==> config.mk <==
export PLATFORM = sky130hd
export DESIGN_NAME = lco_top
export DESIGN_NICKNAME = d
export VERILOG_FILES = /design/src/include/lco_pkg.sv /design/src/core/lco_top.sv
export VERILOG_INCLUDE_DIRS = /design/src /design/src/include
export SDC_FILE = /design/constraint.sdc
export NUM_CORES = 1
export LEC_CHECK = 0
export BUFFER_PORTS_ARGS = -buffer_cell sky130_fd_sc_hd__buf_4
export CAP_MARGIN = 20
export CORE_ASPECT_RATIO = 1.1
export CORE_MARGIN = 2
export CORE_UTILIZATION = 60
export CTS_BUF_LIST = sky130_fd_sc_hd__clkbuf_16
export CTS_CLUSTER_DIAMETER = 100
export DETAILED_ROUTE_END_ITERATION = 8
export GPL_ROUTABILITY_DRIVEN = 1
export PLACE_DENSITY_LB_ADDON = 0.05
export SLEW_MARGIN = 0
export SYNTH_ARGS = -nofsm -noshare
export SYNTH_HDL_FRONTEND = slang
export SYNTH_SLANG_ARGS = --single-unit
export TNS_END_PERCENT = 5
==> constraint.sdc <==
create_clock -name aclk -period 18.85 [get_ports aclk]
set_input_delay 3.77 -clock aclk [delete_from_list [all_inputs] [get_ports aclk]]
set_output_delay 3.77 -clock aclk [all_outputs]
set_load 0.03 [all_outputs]
==> src/include/lco_defs.svh <==
// constants for the loop current output controller
`ifndef LCO_DEFS_SVH
`define LCO_DEFS_SVH
`define LCO_AW 8
`define LCO_OFF_CTRL 8'h00
`define LCO_OFF_LOW 8'h04
`define LCO_OFF_HIGH 8'h08
`define LCO_OFF_SEL 8'h0C
`define LCO_OFF_STAT 8'h10
`define LCO_CTRL_EN 0
`define LCO_CTRL_FSEL_LO 1
`define LCO_CTRL_FSEL_HI 2
`define LCO_SEL_SH_HI 4
`define LCO_STAT_FLT 16
`define LCO_STAT_BRK 17
`define LCO_STAT_EN 18
`define LCO_RESP_OKAY 2'h0
`define LCO_RESP_SLVERR 2'h2
`define LCO_UA_DIS 16'h0DAC
`define LCO_UA_3M6 16'h0E10
`define LCO_UA_MIN 16'h0ED8
`define LCO_UA_LOW 16'h0FA0
`define LCO_UA_SPAN 16'h3E80
`define LCO_UA_HIGH 16'h4E20
`define LCO_UA_MAX 16'h5014
`define LCO_UA_21M 16'h5208
`define LCO_UA_SAT 16'h4268
`define LCO_OHM_3W_LO 16'h0005
`define LCO_OHM_3W_HI 16'h01F4
`define LCO_OHM_2W_LO 16'h000A
`define LCO_OHM_2W_HI 16'h0226
`endif

==> src/include/lco_pkg.sv <==
// types for the loop current output controller
`default_nettype none
package lco_pkg;
    typedef enum logic [1:0] {LCO_IN_LOOP = 2'h0, LCO_IN_VOLT = 2'h1, LCO_IN_RTD = 2'h2} lco_in_t;
    typedef enum logic [1:0] {LCO_W3 = 2'h0, LCO_W2 = 2'h1, LCO_WDIFF = 2'h2} lco_wire_t;
    typedef enum logic [1:0] {LCO_F_OFF = 2'h0, LCO_F_3M6 = 2'h1, LCO_F_3M8 = 2'h2,
        LCO_F_21M = 2'h3} lco_fsel_t;
    typedef enum logic [1:0] {LCO_S_IDLE = 2'h0, LCO_S_RUN = 2'h1, LCO_S_DONE = 2'h3} lco_st_t;
endpackage
`default_nettype wire

==> src/core/lco_top.sv <==
// loop current output controller with axi4-lite registers
`timescale 1ns/1ps
`default_nettype none
`include "lco_defs.svh"
module lco_top #(
    parameter int DW = 24
) (
    input wire logic aclk,
    input wire logic aresetn,
    input wire logic awvalid,
    output logic awready,
    input wire logic [`LCO_AW-1:0] awaddr,
    input wire logic [2:0] awprot,
    input wire logic wvalid,
    output logic wready,
    input wire logic [31:0] wdata,
    input wire logic [3:0] wstrb,
    output logic bvalid,
    input wire logic bready,
    output logic [1:0] bresp,
    input wire logic arvalid,
    output logic arready,
    input wire logic [`LCO_AW-1:0] araddr,
    input wire logic [2:0] arprot,
    output logic rvalid,
    input wire logic rready,
    output logic [31:0] rdata,
    output logic [1:0] rresp,
    input wire logic [DW-1:0] display_value,
    input wire lco_pkg::lco_in_t input_type,
    input wire lco_pkg::lco_wire_t rtd_wiring,
    input wire logic [15:0] rtd_resistance,
    input wire logic input_break_flag,
    input wire logic input_cal_changed,
    output logic [15:0] loop_current_ua,
    output logic sensor_fault
);
    import lco_pkg::*;

    localparam int NW = DW + 15;

    logic awready_q, wready_q, bvalid_q, arready_q, rvalid_q;
    logic [1:0] bresp_q, rresp_q;
    logic [31:0] rdata_q, wdata_q;
    logic [3:0] wstrb_q;
    logic [`LCO_AW-1:0] awaddr_q;
    logic aw_full_q, w_full_q, wr_fire;
    logic en_q;
    lco_fsel_t fsel_q;
    logic [31:0] low_q, high_q, sel_q;
    logic rtd_fault_q;
    logic [15:0] out_q, out_d;
    logic signed [15:0] lin_q;
    lco_st_t st_q;
    logic [5:0] cnt_q;
    logic [NW-1:0] quo_q;
    logic [DW+1:0] rem_q;
    logic [DW:0] div_q, diff_q;
    logic neg_q;
    logic signed [DW-1:0] portion;
    logic signed [DW:0] diff, den;
    logic [DW:0] dmag, nmag;
    logic [DW+1:0] rem_sh;
    logic [15:0] qsat;
    logic brk_force, flt_force;
    logic [31:0] rd_d;
    logic rd_ok, wr_ok;

    function automatic logic [31:0] merge(input logic [31:0] old, input logic [31:0] nw,
        input logic [3:0] strb);
        logic [31:0] r;
        r = old;
        for (int i = 0; i < 4; i++)
        begin
            if (strb[i])
                r[i*8 +: 8] = nw[i*8 +: 8];
        end
        return r;
    endfunction

    assign awready = awready_q;
    assign wready = wready_q;
    assign bvalid = bvalid_q;
    assign bresp = bresp_q;
    assign arready = arready_q;
    assign rvalid = rvalid_q;
    assign rdata = rdata_q;
    assign rresp = rresp_q;
    assign loop_current_ua = out_q;
    assign sensor_fault = rtd_fault_q;

    assign wr_fire = aw_full_q && w_full_q && !bvalid_q;
    assign wr_ok = awaddr_q == `LCO_OFF_CTRL || awaddr_q == `LCO_OFF_LOW
        || awaddr_q == `LCO_OFF_HIGH || awaddr_q == `LCO_OFF_SEL || awaddr_q == `LCO_OFF_STAT;

    // write channels, taken in either order
    always_ff @(posedge aclk)
    begin
        if (!aresetn)
        begin
            awready_q <= 1'b1;
            wready_q <= 1'b1;
            bvalid_q <= 1'b0;
            bresp_q <= `LCO_RESP_OKAY;
            aw_full_q <= 1'b0;
            w_full_q <= 1'b0;
            awaddr_q <= '0;
            wdata_q <= '0;
            wstrb_q <= '0;
        end
        else
        begin
            if (awvalid && awready_q)
            begin
                awaddr_q <= awaddr;
                aw_full_q <= 1'b1;
                awready_q <= 1'b0;
            end
            if (wvalid && wready_q)
            begin
                wdata_q <= wdata;
                wstrb_q <= wstrb;
                w_full_q <= 1'b1;
                wready_q <= 1'b0;
            end
            if (wr_fire)
            begin
                bvalid_q <= 1'b1;
                bresp_q <= wr_ok ? `LCO_RESP_OKAY : `LCO_RESP_SLVERR;
            end
            if (bvalid_q && bready)
            begin
                bvalid_q <= 1'b0;
                aw_full_q <= 1'b0;
                w_full_q <= 1'b0;
                awready_q <= 1'b1;
                wready_q <= 1'b1;
            end
        end
    end

    // read data mux
    always_comb
    begin
        rd_d = '0;
        rd_ok = 1'b1;
        unique case (araddr)
            `LCO_OFF_CTRL: rd_d = {29'h0, fsel_q, en_q};
            `LCO_OFF_LOW: rd_d = {{(32-DW){1'b0}}, low_q[DW-1:0]};
            `LCO_OFF_HIGH: rd_d = {{(32-DW){1'b0}}, high_q[DW-1:0]};
            `LCO_OFF_SEL: rd_d = {27'h0, sel_q[`LCO_SEL_SH_HI:0]};
            `LCO_OFF_STAT: rd_d = {13'h0, en_q, brk_force, rtd_fault_q, out_q};
            default: rd_ok = 1'b0;
        endcase
    end

    always_ff @(posedge aclk)
    begin
        if (!aresetn)
        begin
            arready_q <= 1'b1;
            rvalid_q <= 1'b0;
            rdata_q <= '0;
            rresp_q <= `LCO_RESP_OKAY;
        end
        else if (arvalid && arready_q)
        begin
            arready_q <= 1'b0;
            rvalid_q <= 1'b1;
            rdata_q <= rd_d;
            rresp_q <= rd_ok ? `LCO_RESP_OKAY : `LCO_RESP_SLVERR;
        end
        else if (rvalid_q && rready)
        begin
            rvalid_q <= 1'b0;
            arready_q <= 1'b1;
        end
    end

    // enable: calibration change wins over a software write
    always_ff @(posedge aclk)
    begin
        if (!aresetn)
            en_q <= 1'b0;
        else if (input_cal_changed)
            en_q <= 1'b0;
        else if (wr_fire && awaddr_q == `LCO_OFF_CTRL && wstrb_q[0])
            en_q <= wdata_q[`LCO_CTRL_EN];
    end

    // endpoints and portion select, untouched by the enable
    always_ff @(posedge aclk)
    begin
        if (!aresetn)
        begin
            fsel_q <= LCO_F_OFF;
            low_q <= '0;
            high_q <= '0;
            sel_q <= '0;
        end
        else if (wr_fire)
        begin
            if (awaddr_q == `LCO_OFF_CTRL && wstrb_q[0])
                fsel_q <= lco_fsel_t'(wdata_q[`LCO_CTRL_FSEL_HI:`LCO_CTRL_FSEL_LO]);
            if (awaddr_q == `LCO_OFF_LOW)
                low_q <= merge(low_q, wdata_q, wstrb_q);
            if (awaddr_q == `LCO_OFF_HIGH)
                high_q <= merge(high_q, wdata_q, wstrb_q);
            if (awaddr_q == `LCO_OFF_SEL)
                sel_q <= merge(sel_q, wdata_q, wstrb_q);
        end
    end

    // sensor fault limits per wiring
    always_ff @(posedge aclk)
    begin
        if (!aresetn)
            rtd_fault_q <= 1'b0;
        else if (rtd_wiring == LCO_W3)
            rtd_fault_q <= rtd_resistance < `LCO_OHM_3W_LO || rtd_resistance > `LCO_OHM_3W_HI;
        else
            rtd_fault_q <= rtd_resistance < `LCO_OHM_2W_LO || rtd_resistance > `LCO_OHM_2W_HI;
    end

    // portion of display and operands
    assign portion = $signed(display_value) >>> sel_q[`LCO_SEL_SH_HI:0];
    assign diff = DW'(portion) - $signed({low_q[DW-1], low_q[DW-1:0]});
    assign den = $signed({high_q[DW-1], high_q[DW-1:0]}) - $signed({low_q[DW-1], low_q[DW-1:0]});
    assign dmag = den[DW] ? (DW+1)'(-den) : den;
    assign nmag = diff[DW] ? (DW+1)'(-diff) : diff;
    assign rem_sh = {rem_q[DW:0], quo_q[NW-1]};
    assign qsat = (quo_q > NW'(`LCO_UA_SAT)) ? `LCO_UA_SAT : quo_q[15:0];

    // sequential divide: (portion-low)*span/(high-low)
    always_ff @(posedge aclk)
    begin
        if (!aresetn)
        begin
            st_q <= LCO_S_IDLE;
            cnt_q <= '0;
            quo_q <= '0;
            rem_q <= '0;
            div_q <= '0;
            diff_q <= '0;
            neg_q <= 1'b0;
            lin_q <= $signed(`LCO_UA_LOW);
        end
        else
        begin
            unique case (st_q)
                LCO_S_IDLE:
                begin
                    quo_q <= NW'(nmag) * NW'(`LCO_UA_SPAN);
                    rem_q <= '0;
                    div_q <= dmag;
                    diff_q <= diff;
                    neg_q <= diff[DW] ^ den[DW];
                    cnt_q <= 6'(NW);
                    st_q <= LCO_S_RUN;
                end
                LCO_S_RUN:
                begin
                    if (rem_sh >= {1'b0, div_q})
                    begin
                        rem_q <= rem_sh - {1'b0, div_q};
                        quo_q <= {quo_q[NW-2:0], 1'b1};
                    end
                    else
                    begin
                        rem_q <= rem_sh;
                        quo_q <= {quo_q[NW-2:0], 1'b0};
                    end
                    cnt_q <= cnt_q - 6'h01;
                    if (cnt_q == 6'h01)
                        st_q <= LCO_S_DONE;
                end
                LCO_S_DONE:
                begin
                    if (div_q == '0)
                        lin_q <= $signed(`LCO_UA_LOW);
                    else if (neg_q)
                        lin_q <= $signed(`LCO_UA_LOW) - $signed(qsat);
                    else
                        lin_q <= $signed(`LCO_UA_LOW) + $signed(qsat);
                    st_q <= LCO_S_IDLE;
                end
            endcase
        end
    end

    // output selection by priority
    assign brk_force = en_q && input_type == LCO_IN_LOOP && input_break_flag;
    assign flt_force = input_type == LCO_IN_RTD && fsel_q != LCO_F_OFF && rtd_fault_q;

    always_comb
    begin
        if (!en_q || brk_force)
            out_d = `LCO_UA_DIS;
        else if (flt_force)
        begin
            unique case (fsel_q)
                LCO_F_3M6: out_d = `LCO_UA_3M6;
                LCO_F_3M8: out_d = `LCO_UA_MIN;
                default: out_d = `LCO_UA_21M;
            endcase
        end
        else if (lin_q < $signed(`LCO_UA_MIN))
            out_d = `LCO_UA_MIN;
        else if (lin_q > $signed(`LCO_UA_MAX))
            out_d = `LCO_UA_MAX;
        else
            out_d = lin_q;
    end

    always_ff @(posedge aclk)
    begin
        if (!aresetn)
            out_q <= `LCO_UA_DIS;
        else
            out_q <= out_d;
    end
endmodule
`default_nettype wire

# Word-level counts from Yosys, hierarchy flattened
# Cells that the tools add are included.
# op_classes
addsub,8
mul,1
order_cmp,8
eq_ne,15
n_shift,1
mux,25
n_bitwise,2
reduce_logical,44
# ops
operator,n
24-bit one-hot mux with 5 select lines,1
16-bit two-way mux,6
39-bit one-hot mux with 2 select lines,1
25-bit two-way mux,3
25-bit negation,2
25-bit one-hot mux with 2 select lines,1
24-bit by 24-bit subtractor with 25-bit output,2
"39-bit by 15-bit greater-than comparator with 1-bit output, second input constant",1
"8-bit by 4-bit equality test with 1-bit output, second input constant",4
"25-bit by 7-bit multiplier with 32-bit output, second input constant",1
15-bit one-hot mux with 2 select lines,1
26-bit by 25-bit greater-or-equal comparator with 1-bit output,1
25-bit zero test,1
25-bit subtractor,1
24-bit by 5-bit >>> shifter with 24-bit output,1
3-bit AND reduction,7
"13-bit by 16-bit adder with 16-bit output, first input constant",1
"8-bit by 3-bit equality test with 1-bit output, second input constant",2
"8-bit by 5-bit equality test with 1-bit output, second input constant",2
"16-bit by 10-bit greater-than comparator with 1-bit output, second input constant",1
"16-bit greater-than comparator, second input constant",1
"16-bit by 9-bit greater-than comparator with 1-bit output, second input constant",1
8-bit zero test,2
"16-bit by 13-bit less-than comparator with 1-bit output, second input constant",1
other kinds (22),59
# totals
reg_bits,265
inputBits,111
out_inout_bits,58
word_cells,135

# Logic depth before layout (Yosys ltp)
# logic_depth
ltp_word,6
mapped_depth,38

# Worst setup path before layout
# OpenSTA, ideal clock, no wires.
# synth_path
path_type,in2reg
from,in display_value[23]
to,reg quo_q[36]
t_arrival_ps,11744
required_ps,18730
slack_ps,6986
cell_stages,30
path_buffers,1
path_cell_list,clkbuf_1 > mux4_2 > mux4_2 > mux2_2 > ha_1 > a21o_1 > or3_4 > o21ai_2 > mux2_4 > a211o_1 > nor2_1 > a21oi_1 > xnor2_1 > xnor2_1 > xnor2_1 > fa_1 > fa_1 > fa_1 > inv_1 > ha_1 > a21oi_1 > o21ai_0 > a221o_1 > a31oi_1 > o211ai_1 > a21boi_0 > nor2_1 > a21oi_1 > o21ai_0 > o31a_1
# synth_between
elab_chain_cells,6
# synth_lines
item,line_no,source
"start, declared",lco_top.sv:29,"input wire logic [DW-1:0] display_value,"
24-bit by 5-bit >>> shifter with 24-bit output *,lco_top.sv:226,assign portion = $signed(display_value) >>> sel_q[`LCO_SEL_SH_HI:0];
24-bit by 24-bit subtractor with 25-bit output *,lco_top.sv:227,"assign diff = DW'(portion) - $signed({low_q[DW-1], low_q[DW-1:0]});"
25-bit negation,lco_top.sv:230,assign nmag = diff[DW] ? (DW+1)'(-diff) : diff;
25-bit two-way mux *,lco_top.sv:230,
25-bit by 7-bit multiplier with 32-bit output *,lco_top.sv:253,quo_q <= NW'(nmag) * NW'(`LCO_UA_SPAN);
39-bit one-hot mux with 2 select lines *,lco_top.sv:250,unique case (st_q)
"end signal, assigned",lco_top.sv:253,
"end signal, assigned",lco_top.sv:266,"quo_q <= {quo_q[NW-2:0], 1'b1};"
"end signal, assigned",lco_top.sv:271,"quo_q <= {quo_q[NW-2:0], 1'b0};"
"end, declared",lco_top.sv:56,logic [NW-1:0] quo_q;
# Mark *: on every way between the ends. The rest lies on a longest branch, timed or not.
# A chain may end at the register's enable or synchronous reset.

# Final worst setup path
# Ends and elaborated chain as after synthesis.

==> results.sh <==
export IMPL_cp_slowest_cell="fa_1"
export IMPL_cts_htree_levels=1
export IMPL_postSynth_asyncResetShare=0
export IMPL_required_ns=19.32
export IMPL_max_stage_delay_ns=0.60
export IMPL_cts_tree="built"
export IMPL_r2r_slack_ns=8.77
export IMPL_cts_buffer_depth=3
export IMPL_vias=19418
export IMPL_antenna_found_initial=0
export IMPL_setup_viol=0
export IMPL_max_cap_violations=0
export IMPL_dr_wl_met2_um=27900
export IMPL_fmax_mhz=78.4
export IMPL_avgSynthCellArea_um2=7.96
export IMPL_yosysMostFrequentCell="nand2_1"
export IMPL_nets=3068
export IMPL_synth_seq_cells=255
export IMPL_grtUsageTotal=0.313
export IMPL_dp_hpwl_um=45600
export IMPL_finalSetupTns_ns=0
export IMPL_grt_pass1_vias=18358
export IMPL_routabilityCongestion=0.960
export IMPL_ctsResizeCount=0
export IMPL_hold_path_depth=1
export IMPL_wl_per_cell_um=18.6
export IMPL_io_pins=169
export IMPL_crit_path_start_kind="input port"
export IMPL_first_pass_iters=7
export IMPL_totalWireLength_um=59300
export IMPL_syn_cell_area_um2=21200
export IMPL_rows=72
export IMPL_synth_cells=2660
export IMPL_r2r_end="quo_q[36]"
export IMPL_reg2reg_depth=32
export IMPL_worstSetupEndpointType="register"
export IMPL_synthTopCellsByArea="dfxtp_1, ha_1, fa_1"
export IMPL_die_area_um2=36800
export IMPL_rsz0062_at_grt="no"
export IMPL_synthTopCellsByCount="nand2_1, a21oi_1, dfxtp_1"
export IMPL_area_growth_pct=10.5
export IMPL_port_buffer_count=143
export IMPL_top_layer="met4"
export IMPL_synthDistinctLibCells=107
export IMPL_fin_cells=3193
export IMPL_yosysTopAreaCell="dfxtp_1"
export IMPL_status="completed"
export IMPL_min_from="cnt_q[5]"
export IMPL_tightest_slew_ns=0.981
export IMPL_finClkSkew_ns=0.0180
export IMPL_worst_ir_drop_vdd_mv=0.222
export IMPL_synthDominantCellAreaShare=0.241
export IMPL_p_leak_uw=0.00971
export IMPL_timing_final_crit_share=0.677
export IMPL_finalCriticalPeriod_ns=12.76
export IMPL_seq_area_frac_synth=0.241
export IMPL_dpl_cell_count=3140
export IMPL_cts_setup_buffers=0
export IMPL_die_w_um=183
export IMPL_fillers=3064
export IMPL_grt_pass1_wl_um=94500
export IMPL_worst_r2r_startpoint="sel_q[0]"
export IMPL_drive_gt1_frac=0.103
export IMPL_hold_violations=0
export IMPL_route_met3_wl_um=3590
export IMPL_cts_made_buffers=29
export IMPL_initial_core_util=0.606
export IMPL_clock_sinks=255
export IMPL_fp_dieH_um=201
export IMPL_ys_warn_count=0
export IMPL_met1_length_um=26000
export IMPL_worstSetupPathType="in2reg"
export IMPL_clk_pin_slew_ns=0.06
export IMPL_antenna_left=0
export IMPL_cts_hold_buffers=0
export IMPL_grt_overflow=0
export IMPL_fp_coreArea_um2=35000
export IMPL_clock_root_buffer="clkbuf_16"
export IMPL_grt_max_degree=95
export IMPL_synth_edf_count=0
export IMPL_cp_max_fo=10
export IMPL_slew_violations=0
export IMPL_worstHoldPathType="reg2reg"
export IMPL_diodes=0
export IMPL_holdPathEnd="st_q[1]"
export IMPL_clk_latency_ns=0.59
export IMPL_ys_flop_type="dfxtp_1"
export IMPL_crit_arrival_ns=13.23
export IMPL_power_density_nw_per_um2=187
export IMPL_viasPerCell=6.08
export IMPL_drt_drc_violations_left=0
export IMPL_first_iter_violations=1564
export IMPL_power_total_uw=4370
export IMPL_max_slew_margin_rel=0.345
## metrics by stage
step	worst slack, ns	instance area (um2)	hold WS, ns	util
floorplan	6.99	21200	0.417	-
global placement	5.77	22400	0.426	0.642
detailed placement	5.64	22400	0.442	0.642
CTS	6.23	23300	0.452	0.667
global route	5.49	23400	0.461	0.670
finish	6.09	23400	0.447	0.670
## power breakdown
| group | total, uW | switching (uW) | internal (uW) |
|---|---|---|---|
| sequential | 634 | 41.5 | 592 |
| combinational | 3190 | 1770 | 1420 |
| clock | 545 | 240 | 305 |
## layout by cell type (no fill, tap or decap), drive strengths merged, types with 10 or more instances in the layout
cell type	n
nand2	332
a21oi	283
dfxtp	255
nor2	216
inv	208
buf	163
o21ai	156
ha	146
xnor2	103
fa	80
mux2i	59
a21o	46
xor2	45
nand3	44
nor3	41
a211oi	39
clkbuf	29
and3	28
o21a	27
a31oi	23
nor4	23
o211ai	22
nand2b	21
and2	20
nor2b	19
o22ai	19
o211a	17
o21bai	15
a222oi	15
mux2	15
or2	15
o31ai	14
or3	13
mux4	12
conb	11
a21boi	10
a211o	10
a22oi	10
## worst max-delay path: cells and delay by family
kind	cells	cell delay, ns
multiplexers	3	1.08
adder cells (fa/ha/maj)	5	2.40
AO/OA/AOI/OAI	14	3.75
AND/OR/NAND/NOR	5	1.02
XOR/XNOR	2	0.69
buffers and inverters	3	0.47
## registers in the layout, indices dropped and copies added (netlist names), 8 cells and up
| signal | cells |
|---|---|
| rdata | 24 |
| quo_q | 39 |
| rem_q | 25 |
| loop_current_ua | 16 |
| low_q | 24 |
| lin_q | 16 |
| wdata_q | 24 |
| high_q | 24 |
| div_q | 25 |
| awaddr_q | 8 |
## area by class of cell
cell class                      instances  area, um2  share of cell area
Inverter                              199        749              0.0320
Clock buffer                           29        726              0.0310
Timing Repair Buffer                  163       1280              0.0549
Tap cell                              444        556              0.0237
Clock inverter                         20        158             0.00674
Sequential cell                       255       5110               0.218
Multi-Input combinational cell       2083      14800               0.633
## cell families (layout without fill, tap and decap cells)
family                     after synthesis  after routing  synth area share
xor gates and xnor gates               151            151            0.0663
AOI/OAI and AO/OA                      778            778             0.237
other                                    1             11          0.000177
and+or+nand+nor                        823            823             0.180
adders and majority gates              234            234             0.166
muxes                                   86             86            0.0488
buffers and inverters                  332            411            0.0614
DFF                                    255            255             0.241
## how the worst max path moves through the flow
stage,startpoint,cells past startpoint,end
6_report,display_value[23],32,quo_q[36]
5_1_grt,display_value[23],32,quo_q[36]
4_1_cts,display_value[23],32,quo_q[36]
3_5_place_dp,display_value[23],32,quo_q[36]
3_3_place_gp,display_value[23],32,quo_q[36]
2_1_floorplan,display_value[23],30,quo_q[36]
## metal layers
layer	vias to the layer above	track usage
li1	9513	-
met1	9206	0.420
met2	608	0.529
met3	91	0.0421
met4	0	0.0871
met5	-	0
Power figures use the tool's default switching activity.
